File: src/drc_params.svh
`ifndef DRC_PARAMS_SVH
`define DRC_PARAMS_SVH

// Register byte addresses
`define DRC_ADDR_CONTROL      12'h000
`define DRC_ADDR_RANGE        12'h004
`define DRC_ADDR_STATUS       12'h008

// Control register field positions
`define DRC_BIT_ENABLE        7
`define DRC_BIT_LPS           6
`define DRC_BIT_PIN_OE        5
`define DRC_BIT_PSS_HI        3
`define DRC_BIT_PSS_LO        2
`define DRC_BIT_NSS           0

// Writable bits and reset values of the control and range registers
`define DRC_CONTROL_MASK      8'hed
`define DRC_CONTROL_RESET     8'h00
`define DRC_RANGE_RESET       5'h00
`define DRC_RANGE_MASK        8'h1f

// Reserved positive source code
`define DRC_PSS_RESERVED      2'h3

// AXI responses
`define DRC_RESP_OKAY         2'h0
`define DRC_RESP_SLVERR       2'h2

`endif

File: src/drc_pkg.sv
package drc_pkg;

  typedef enum logic [1:0] {
    DRC_PSS_SUPPLY,
    DRC_PSS_EXT_REF,
    DRC_PSS_FIXED_BUF,
    DRC_PSS_RESV
  } drc_pss_type;

  typedef enum logic {
    DRC_W_IDLE,
    DRC_W_RESP
  } drc_wstate_type;

  typedef enum logic {
    DRC_R_IDLE,
    DRC_R_DATA
  } drc_rstate_type;

endpackage

File: src/drc_control.sv
`timescale 1ns/1ns
`include "drc_params.svh"

// Operation
// - Waking from sleep by interrupt or watchdog leaves the control register unchanged.
// - Any device reset disables the converter.
// - Any device reset disconnects the converter from the analog output pin.
// - Any device reset clears the five-bit output range field.
// - Bit 7 turns the converter on when one and off when zero.
// - Bit 6 picks the positive source for low power when one, the negative when zero.
// - Bit 5 routes the converter level onto the analog pin when one and bit 7 is one, off when zero.
// - Bits 3:2 pick supply for 00, external positive pin for 01, fixed buffer for 10.
// - Bit 0 picks the external negative pin when one and ground when zero.
// - Bits 4 and 1 ignore writes and read as zero.
// - Implemented control bits are read/write and reset to zero on every reset.
module drc_control (
  input  wire logic                 I_CLK,
  input  wire logic                 I_RST,
  input  wire logic                 I_SLEEP,
  input  wire logic [11:0]          I_AWADDR,
  input  wire logic                 I_AWVALID,
  output logic                      O_AWREADY,
  input  wire logic [31:0]          I_WDATA,
  input  wire logic [3:0]           I_WSTRB,
  input  wire logic                 I_WVALID,
  output logic                      O_WREADY,
  output logic [1:0]                O_BRESP,
  output logic                      O_BVALID,
  input  wire logic                 I_BREADY,
  input  wire logic [11:0]          I_ARADDR,
  input  wire logic                 I_ARVALID,
  output logic                      O_ARREADY,
  output logic [31:0]               O_RDATA,
  output logic [1:0]                O_RRESP,
  output logic                      O_RVALID,
  input  wire logic                 I_RREADY,
  output logic                      O_CONVERTER_ENABLE,
  output logic                      O_LOW_POWER_SOURCE_SELECT,
  output logic                      O_ANALOG_PIN_OUTPUT_ENABLE,
  output drc_pkg::drc_pss_type      O_POSITIVE_SOURCE_SELECT,
  output logic                      O_NEGATIVE_SOURCE_SELECT,
  output logic [4:0]                O_OUTPUT_RANGE_SELECT,
  output logic                      O_RESERVED_CODE_SEEN
);
  import drc_pkg::*;

  // Address decode shared by both channels
  function automatic logic [1:0] decode(input logic [11:0] addr);
    case (addr)
      `DRC_ADDR_CONTROL: decode = 2'h1;
      `DRC_ADDR_RANGE:   decode = 2'h2;
      `DRC_ADDR_STATUS:  decode = 2'h3;
      default:           decode = 2'h0;
    endcase
  endfunction

  drc_wstate_type wst_r;
  drc_wstate_type wst_nxt;
  logic           aw_held_r;
  logic           aw_held_nxt;
  logic [11:0]    awaddr_r;
  logic [11:0]    awaddr_nxt;
  logic           w_held_r;
  logic           w_held_nxt;
  logic [7:0]     wdata_r;
  logic [7:0]     wdata_nxt;
  logic           wstrb_r;
  logic           wstrb_nxt;
  logic [1:0]     bresp_r;
  logic [1:0]     bresp_nxt;
  logic           ctl_we;
  logic           rng_we;
  logic [1:0]     wsel;
  logic           resv_r;
  logic           resv_nxt;
  logic           awready_r;
  logic           awready_nxt;
  logic           wready_r;
  logic           wready_nxt;
  logic           bvalid_r;
  logic           bvalid_nxt;

  drc_rstate_type rst_r;
  drc_rstate_type rst_nxt;
  logic [31:0]    rdata_r;
  logic [31:0]    rdata_nxt;
  logic [1:0]     rresp_r;
  logic [1:0]     rresp_nxt;
  logic           arready_r;
  logic           arready_nxt;
  logic           rvalid_r;
  logic           rvalid_nxt;

  logic [7:0]     ctl;
  logic [4:0]     rng;

  // Control and range storage
  drc_reg_store u_store (
    .i_clk    (I_CLK),
    .i_rst    (I_RST),
    .i_ctl_we (ctl_we),
    .i_rng_we (rng_we),
    .i_wdata  (wdata_r),
    .o_ctl    (ctl),
    .o_rng    (rng)
  );

  assign wsel = decode(awaddr_r);

  // Write channel: take address and data in any order, then respond
  always_comb begin
    wst_nxt     = wst_r;
    aw_held_nxt = aw_held_r;
    awaddr_nxt  = awaddr_r;
    w_held_nxt  = w_held_r;
    wdata_nxt   = wdata_r;
    wstrb_nxt   = wstrb_r;
    bresp_nxt   = bresp_r;
    ctl_we      = 1'b0;
    rng_we      = 1'b0;
    resv_nxt    = resv_r;
    case (wst_r)
      DRC_W_IDLE: begin
        if (I_AWVALID && !aw_held_r) begin
          aw_held_nxt = 1'b1;
          awaddr_nxt  = I_AWADDR;
        end
        if (I_WVALID && !w_held_r) begin
          w_held_nxt = 1'b1;
          wdata_nxt  = I_WDATA[7:0];
          wstrb_nxt  = I_WSTRB[0];
        end
        if (aw_held_r && w_held_r) begin
          ctl_we      = (wsel == 2'h1) && wstrb_r;
          rng_we      = (wsel == 2'h2) && wstrb_r;
          bresp_nxt   = (wsel == 2'h0) ? `DRC_RESP_SLVERR : `DRC_RESP_OKAY;
          // Flag a reserved positive source code written by software
          if (ctl_we && (wdata_r[`DRC_BIT_PSS_HI:`DRC_BIT_PSS_LO] == `DRC_PSS_RESERVED)) begin
            resv_nxt = 1'b1;
          end
          aw_held_nxt = 1'b0;
          w_held_nxt  = 1'b0;
          wst_nxt     = DRC_W_RESP;
        end
      end
      DRC_W_RESP: begin
        if (I_BREADY) begin
          wst_nxt = DRC_W_IDLE;
        end
      end
      default: wst_nxt = DRC_W_IDLE;
    endcase
    // Handshake flags follow the next state so they leave a flop
    awready_nxt = (wst_nxt == DRC_W_IDLE) && !aw_held_nxt;
    wready_nxt  = (wst_nxt == DRC_W_IDLE) && !w_held_nxt;
    bvalid_nxt  = (wst_nxt == DRC_W_RESP);
  end

  // Write channel registers
  always_ff @(posedge I_CLK) begin
    if (I_RST) begin
      wst_r     <= DRC_W_IDLE;
      aw_held_r <= 1'b0;
      awaddr_r  <= 12'h000;
      w_held_r  <= 1'b0;
      wdata_r   <= 8'h00;
      wstrb_r   <= 1'b0;
      bresp_r   <= `DRC_RESP_OKAY;
      resv_r    <= 1'b0;
      awready_r <= 1'b1;
      wready_r  <= 1'b1;
      bvalid_r  <= 1'b0;
    end else begin
      wst_r     <= wst_nxt;
      aw_held_r <= aw_held_nxt;
      awaddr_r  <= awaddr_nxt;
      w_held_r  <= w_held_nxt;
      wdata_r   <= wdata_nxt;
      wstrb_r   <= wstrb_nxt;
      bresp_r   <= bresp_nxt;
      resv_r    <= resv_nxt;
      awready_r <= awready_nxt;
      wready_r  <= wready_nxt;
      bvalid_r  <= bvalid_nxt;
    end
  end

  // Read channel: one-cycle decode, data held until taken
  always_comb begin
    rst_nxt   = rst_r;
    rdata_nxt = rdata_r;
    rresp_nxt = rresp_r;
    case (rst_r)
      DRC_R_IDLE: begin
        if (I_ARVALID) begin
          rdata_nxt = 32'h0000_0000;
          rresp_nxt = `DRC_RESP_OKAY;
          case (decode(I_ARADDR))
            2'h1:    rdata_nxt[7:0] = ctl & `DRC_CONTROL_MASK;
            2'h2:    rdata_nxt[4:0] = rng;
            2'h3:    rdata_nxt[0]   = I_SLEEP;
            default: rresp_nxt      = `DRC_RESP_SLVERR;
          endcase
          rst_nxt = DRC_R_DATA;
        end
      end
      DRC_R_DATA: begin
        if (I_RREADY) begin
          rst_nxt = DRC_R_IDLE;
        end
      end
      default: rst_nxt = DRC_R_IDLE;
    endcase
    arready_nxt = (rst_nxt == DRC_R_IDLE);
    rvalid_nxt  = (rst_nxt == DRC_R_DATA);
  end

  // Read channel registers
  always_ff @(posedge I_CLK) begin
    if (I_RST) begin
      rst_r   <= DRC_R_IDLE;
      rdata_r <= 32'h0000_0000;
      rresp_r <= `DRC_RESP_OKAY;
      arready_r <= 1'b1;
      rvalid_r  <= 1'b0;
    end else begin
      rst_r   <= rst_nxt;
      rdata_r <= rdata_nxt;
      rresp_r <= rresp_nxt;
      arready_r <= arready_nxt;
      rvalid_r  <= rvalid_nxt;
    end
  end

  // Converter controls registered from the stored fields
  logic                 en_r;
  logic                 lps_r;
  logic                 oe_r;
  drc_pss_type          pss_r;
  logic                 nss_r;
  logic [4:0]           rng_out_r;
  logic                 en_nxt;
  logic                 lps_nxt;
  logic                 oe_nxt;
  drc_pss_type          pss_nxt;
  logic                 nss_nxt;
  logic [4:0]           rng_out_nxt;

  // Write data bypass so outputs move on the same edge as the register write
  always_comb begin
    logic [7:0] c;
    c = ctl;
    if (ctl_we) begin
      c = wdata_r & `DRC_CONTROL_MASK;
    end
    rng_out_nxt = rng_we ? wdata_r[4:0] : rng;
    en_nxt      = c[`DRC_BIT_ENABLE];
    lps_nxt     = c[`DRC_BIT_LPS];
    oe_nxt      = c[`DRC_BIT_PIN_OE] & c[`DRC_BIT_ENABLE];
    pss_nxt     = drc_pss_type'(c[`DRC_BIT_PSS_HI:`DRC_BIT_PSS_LO]);
    nss_nxt     = c[`DRC_BIT_NSS];
  end

  // Output registers; cleared by any reset
  always_ff @(posedge I_CLK) begin
    if (I_RST) begin
      en_r      <= 1'b0;
      lps_r     <= 1'b0;
      oe_r      <= 1'b0;
      pss_r     <= DRC_PSS_SUPPLY;
      nss_r     <= 1'b0;
      rng_out_r <= `DRC_RANGE_RESET;
    end else begin
      en_r      <= en_nxt;
      lps_r     <= lps_nxt;
      oe_r      <= oe_nxt;
      pss_r     <= pss_nxt;
      nss_r     <= nss_nxt;
      rng_out_r <= rng_out_nxt;
    end
  end

  // Bus and converter outputs
  assign O_AWREADY                  = awready_r;
  assign O_WREADY                   = wready_r;
  assign O_BVALID                   = bvalid_r;
  assign O_BRESP                    = bresp_r;
  assign O_ARREADY                  = arready_r;
  assign O_RVALID                   = rvalid_r;
  assign O_RDATA                    = rdata_r;
  assign O_RRESP                    = rresp_r;
  assign O_CONVERTER_ENABLE         = en_r;
  assign O_LOW_POWER_SOURCE_SELECT  = lps_r;
  assign O_ANALOG_PIN_OUTPUT_ENABLE = oe_r;
  assign O_POSITIVE_SOURCE_SELECT   = pss_r;
  assign O_NEGATIVE_SOURCE_SELECT   = nss_r;
  assign O_OUTPUT_RANGE_SELECT      = rng_out_r;
  assign O_RESERVED_CODE_SEEN       = resv_r;

endmodule // drc_control

File: src/drc_reg_store.sv
`timescale 1ns/1ns
`include "drc_params.svh"

// Holds the control and range registers; reset only on device reset
module drc_reg_store (
  input  wire logic       i_clk,
  input  wire logic       i_rst,
  input  wire logic       i_ctl_we,
  input  wire logic       i_rng_we,
  input  wire logic [7:0] i_wdata,
  output logic      [7:0] o_ctl,
  output logic      [4:0] o_rng
);

  logic [7:0] ctl_r;
  logic [7:0] ctl_nxt;
  logic [4:0] rng_r;
  logic [4:0] rng_nxt;

  // Next values; unimplemented bits never stored
  always_comb begin
    ctl_nxt = ctl_r;
    rng_nxt = rng_r;
    if (i_ctl_we) begin
      ctl_nxt = i_wdata & `DRC_CONTROL_MASK;
    end
    if (i_rng_we) begin
      rng_nxt = i_wdata[4:0];
    end
  end

  // Register; sleep and wake have no effect here
  always_ff @(posedge i_clk) begin
    if (i_rst) begin
      ctl_r <= `DRC_CONTROL_RESET;
      rng_r <= `DRC_RANGE_RESET;
    end else begin
      ctl_r <= ctl_nxt;
      rng_r <= rng_nxt;
    end
  end

  assign o_ctl = ctl_r;
  assign o_rng = rng_r;

endmodule // drc_reg_store

File: config.mk
export PLATFORM = sky130hd
export DESIGN_NAME = drc_control
export DESIGN_NICKNAME = d
export VERILOG_FILES = /design/src/drc_pkg.sv /design/src/drc_control.sv /design/src/drc_reg_store.sv
export VERILOG_INCLUDE_DIRS = /design/src
export SDC_FILE = /design/constraint.sdc
export NUM_CORES = 1
export LEC_CHECK = 0
export BUFFER_PORTS_ARGS = -buffer_cell sky130_fd_sc_hd__buf_2
export CORE_MARGIN = 2
export CORE_UTILIZATION = 44
export CTS_BUF_LIST = sky130_fd_sc_hd__clkbuf_16
export DETAILED_ROUTE_END_ITERATION = 8
export HOLD_SLACK_MARGIN = 0.05
export PLACE_DENSITY = 0.91
export REMOVE_ABC_BUFFERS = 1
export SKIP_CTS_REPAIR_TIMING = 1
export SYNTH_ARGS = -nofsm -noshare
export SYNTH_HDL_FRONTEND = slang
export SYNTH_SLANG_ARGS = --single-unit
File: constraint.sdc
create_clock -name I_CLK -period 2.15 [get_ports I_CLK]
set_input_delay 0.1075 -clock I_CLK [delete_from_list [all_inputs] [get_ports I_CLK]]
set_output_delay 0.1075 -clock I_CLK [all_outputs]
set_load 0.02 [all_outputs]
### Yosys cells after proc, flatten, opt, wreduce, memory -nomap -nowiden

Cells that the tools add are included.

* register bits: 58
* input port bits: 68
* logic and storage cells: 83

* equal/unequal tests: 10
* reduce and logical (&&, ||, !) cells: 21
* bitwise logic cells: 5
* multiplexer cells: 26

Operator list (number)
* 12-bit by 3-bit equality test with 1-bit output, second input constant: 2
* 12-bit by 4-bit equality test with 1-bit output, second input constant: 2
* 12-bit zero test: 2
* 1-bit 2-to-1 mux: 14
* 2-bit case mux with 3 select lines: 2
* 2-bit equality test, second input constant: 4
* 1-bit logical AND: 8
* 2-bit 2-to-1 mux: 4
* 8-bit 2-to-1 mux: 1
* 4-bit case mux with 2 select lines: 1
* 2-bit AND reduction: 4
* 2-bit by 1-bit equality test with 1-bit output, second input constant: 2
* 1-bit zero test: 4
* 1-bit NOT: 4
* 1-bit case mux with 2 select lines: 2
* 3-bit 2-to-1 mux: 1
* 1-bit case mux with 3 select lines: 1
* 3-bit AND reduction: 1
* 3-bit OR reduction: 1
* 2-bit zero test: 1
* 1-bit bitwise AND: 1

### Depth between registers and ports, before layout

* depth in word-level cells: 8
* depth in mapped cells: 9

### Hierarchy

A second synthesis with hierarchy kept.

* cell total of the unflattened synthesis: 294
* area, all modules: 2645.0 um2

By module, submodules not included
* drc_control: instances 1, area an instance 2227.1 um2, cells an instance 255
* drc_reg_store: instances 1, area an instance 417.9 um2, cells an instance 39

### Least setup slack after synthesis

OpenSTA, ideal clock, no wires.

* path type: input port to flip-flop
* start: in I_ARADDR[7]
* end: reg rdata_r[0] (netlist: O_RDATA[0])
* setup slack: 0.585 ns
* arrival time: 1.437 ns
* cell stages on the path: 9
* data required time: 2.022 ns
* path through: nor4_1 nand3_1 nor2_1 inv_1 ha_1 a222oi_1 nor3_1 a21oi_1 nor2_1

* cells in the longest elaborated chain, start to end: 6
* elaborated cells on any way between the ends: 10

Ends and longest elaborated chain
* from (decl): RTL line drc_control.sv:30 `input wire logic [11:0] I_ARADDR,`
* 12-bit by 4-bit equality test with 1-bit output (tied with other cells): RTL line drc_control.sv:49 `case (addr)`
* 2-bit case mux with 3 select lines (*): RTL line drc_control.sv:49
* 2-bit 2-to-1 mux (*): RTL line drc_control.sv:195 `if (I_ARVALID) begin`
* 2-bit 2-to-1 mux (*): RTL line drc_control.sv:193 `case (rst_r)`
* 2-bit equality test / 2-bit by 1-bit equality test with 1-bit output (equally long branches): RTL line drc_control.sv:198 `case (decode(I_ARADDR))`
* 1-bit case mux with 3 select lines (*): RTL line drc_control.sv:198
* to (signal assigned): RTL line drc_control.sv:228 `rdata_r <= rdata_nxt;`
* to (decl): RTL line drc_control.sv:85 `logic [31:0] rdata_r;`

Mark *: on every way between the ends. The rest lies on a longest branch, timed or not. The select of a mux whose other input is x is not followed.
A chain may end at the register's enable or synchronous reset.

### Worst setup path after layout

Ends and elaborated chain as after synthesis.

==> results.tsv <==
stage	metric	value	unit
status	outcome	finished, final reports clean	
sta	report.final.slew_viol_count	0	
detailed_routing	drtAntennaViolNets	0	
power	ir_drop	0.4836	mV
critical_path	setup.worst_path.start	I_ARADDR[7]	
grt	grt_pass1_vias	1606	
sta	setup_viol	0	
synthesis	synthArstFlopShare	0	%
synthesis	yosysWarnings	0	
die	core	4817	um2
sta	fin_worst_skew	5.421	ps
final_layout	stdcell_count	392	
die	die_h	75.17	um
min_path	hp-start	I_RREADY	
placement	dpl_cell_area	2502	um2
placement	port_buffers	67	
synthesis	netlist_instances	264	
clock_tree	cts-buffers-inserted	5	
critical_path	startpoint_type	input port	
detailed_routing	drc_errors	0	
sta	period_needed	1674	ps
final_layout	seq_area	1021	um2
critical_path	worstReg2RegStart	awaddr_r[5]	
synthesis	synth_area	2228	um2
detailed_routing	drt_iter0_drc	90	
placement	gp_congestion	0.7757	
detailed_routing	drt_wl_total	4.626	mm
placement	dp_hpwl	3.377	mm
final_layout	final_cell_mix	67 x buf_2, 51 x dfxtp_1, 37 x a21oi_1	
critical_path	path_class	in -> reg	
min_path	hp-class	in -> reg	
critical_path	r2r-end	u_store.o_rng[4]	
min_path	holdPathEnd	O_ARREADY	
sta	hold_ws	48.13	ps
final_layout	diodes	0	
critical_path	critPathMaxFanout	5	
final_layout	syn2layout_area_growth	20.94	%
sta	worst_pin_slew	842.3	ps
final_layout	fin_nets	396	
synthesis	synthFlopType	dfxtp_1	
power	power_density	838.7	nW/um2
final_layout	layout_commonest_cell	buf_2	
grt	gr-total-overflow	0	
detailed_routing	via_count	1885	
final_layout	layout-drive-gt1-share	25.23	%
grt	antenna_found_initial	0	
critical_path	cp-end-kind	flip-flop	
synthesis	syn_area_per_cell	8.441	um2
sta	slew_headroom	43.84	%
synthesis	ys_seq_area_share	45.82	%
placement	dp_cells	384	
die	pin_count	121	
detailed_routing	routedWlPerCell	11.80	um
synthesis	yosysUniqueCellTypes	33	
die	rows	25	
die	die_area	5650	um2
grt	grt_use_total	16.77	%
final_layout	multiInputGateArea	1017	um2
sta	max_freq	597.4	MHz
critical_path	cp.arrival	1810	ps
sta	finalCritPeriodShare	77.86	%
synthesis	synth-seq-cells	51	
critical_path	worst_r2r_path_depth	4	
min_path	holdPathStages	2	
final_layout	fill_cells	461	
detailed_routing	vias_per_cell	4.809	
clock_tree	clock-sinks	51	
synthesis	synth_edf_count	0	
critical_path	worst-r2r-setup-slack	590	ps
clock_tree	htreeDepth	2	
clock_tree	clk_latency	290	ps
critical_path	cp.required	2280	ps
job	maxCapViolCount	0	
power	leakage	1.182	nW
clock_tree	cts_root_buf	clkbuf_16	
final_layout	fin_area	2695	um2
grt	grt_max_degree	49	
die	initial_utilization	46.26	%
sta	rsz0062_at_grt	false	
die	die_w	75.17	um
grt	grt_pass1_wl	7.238	mm
clock_tree	cts_tree	built	
sta	hold_viol_final	0	
detailed_routing	firstDrtPassIters	4	
sta	setup_tns	0	ps
clock_tree	clk_pin_slew	60	ps
clock_tree	ctsLongestPathBuffers	2	
[layout make-up]
cell class | count | share of cell area (%)
repair buffers | 70 | 13.28
well taps | 67 | 3.110
flip-flops and latches | 51 | 37.88
multi-input cells | 190 | 37.74
clock inverters | 3 | 2.507
inverters | 6 | 0.8357
clock buffers | 5 | 4.643
[layer usage]
metal | track usage, % | vias to the layer above | share of wire, %
li1 | - | 968 | -
met1 | 19.04 | 839 | 42
met2 | 29.92 | 73 | 49
met3 | 4.953 | 5 | 8.1
met4 | 5.848 | 0 | 0.95
met5 | 0 | - | 0
[sequential cells by signal, indices dropped and copies added (netlist names), 4 cells and up]
name / count
u_store.o_rng: 5
O_RDATA: 8
wdata_r: 8
u_store.o_ctl: 4
awaddr_r: 12
[per-stage QoR]
step	power (mW)	util [%]	worst slack, ps
after floorplan	1.190	-	199.5
after global placement	1.275	51.95	312.2
after detailed placement	1.283	51.95	193.7
after CTS	2.280	55.95	496.7
after global routing	2.361	55.95	265.5
final	2.260	55.95	476.1
[Yosys cell counts, types with 3 or more instances]
cell,instances,share of area (%)
nand4_1,13,3.6
nor2_1,21,3.5
clkbuf_1,10,1.7
dfxtp_1,51,46
nand3_1,6,1.3
nor3_1,3,0.67
buf_4,28,9.4
buf_2,3,0.67
ha_1,4,2.2
mux2i_1,9,4.0
nand2b_1,3,0.84
o21ai_0,12,2.7
nand2_1,35,5.9
a21oi_1,37,8.3
inv_1,6,1.0
[where the power goes]
part	internal [mW]	leakage, nW	switching (mW)
sequential	0.987	0.416	0.0335
clock	0.666	0.0900	0.332
combinational	0.0832	0.676	0.159
total	1.74	1.18	0.525
[worst max-delay path, cell delays in order]
cell      delay, ps
buf_2            90
nor4_1          390
nand3_1         120
nor2_1          210
inv_1           110
ha_1            260
a222oi_1        240
nor3_1           80
a21oi_1         130
nor2_1           70
[logic make-up after synthesis]
kind of cell | after synthesis | share of synthesized area (%)
AOI/OAI and AO/OA | 55 | 13.25
xor gates and xnor gates | 1 | 0.3931
adders and majority gates | 4 | 2.246
buffers and inverters | 48 | 12.97
DFF | 51 | 45.82
muxes | 9 | 4.043
other | 1 | 0.1683
and+or+nand+nor | 95 | 21.11
[worst max path at each step]
stage	end	slack, ps	cells after the start
after detailed placement	O_RDATA[0]	190	10
final	O_RDATA[0]	480	10
after global routing	O_RDATA[0]	270	10
after CTS	O_RDATA[0]	500	10
after floorplan	wdata_r[0]	200	3
after global placement	O_RDATA[0]	310	10
Power figures use the tool's default switching activity.
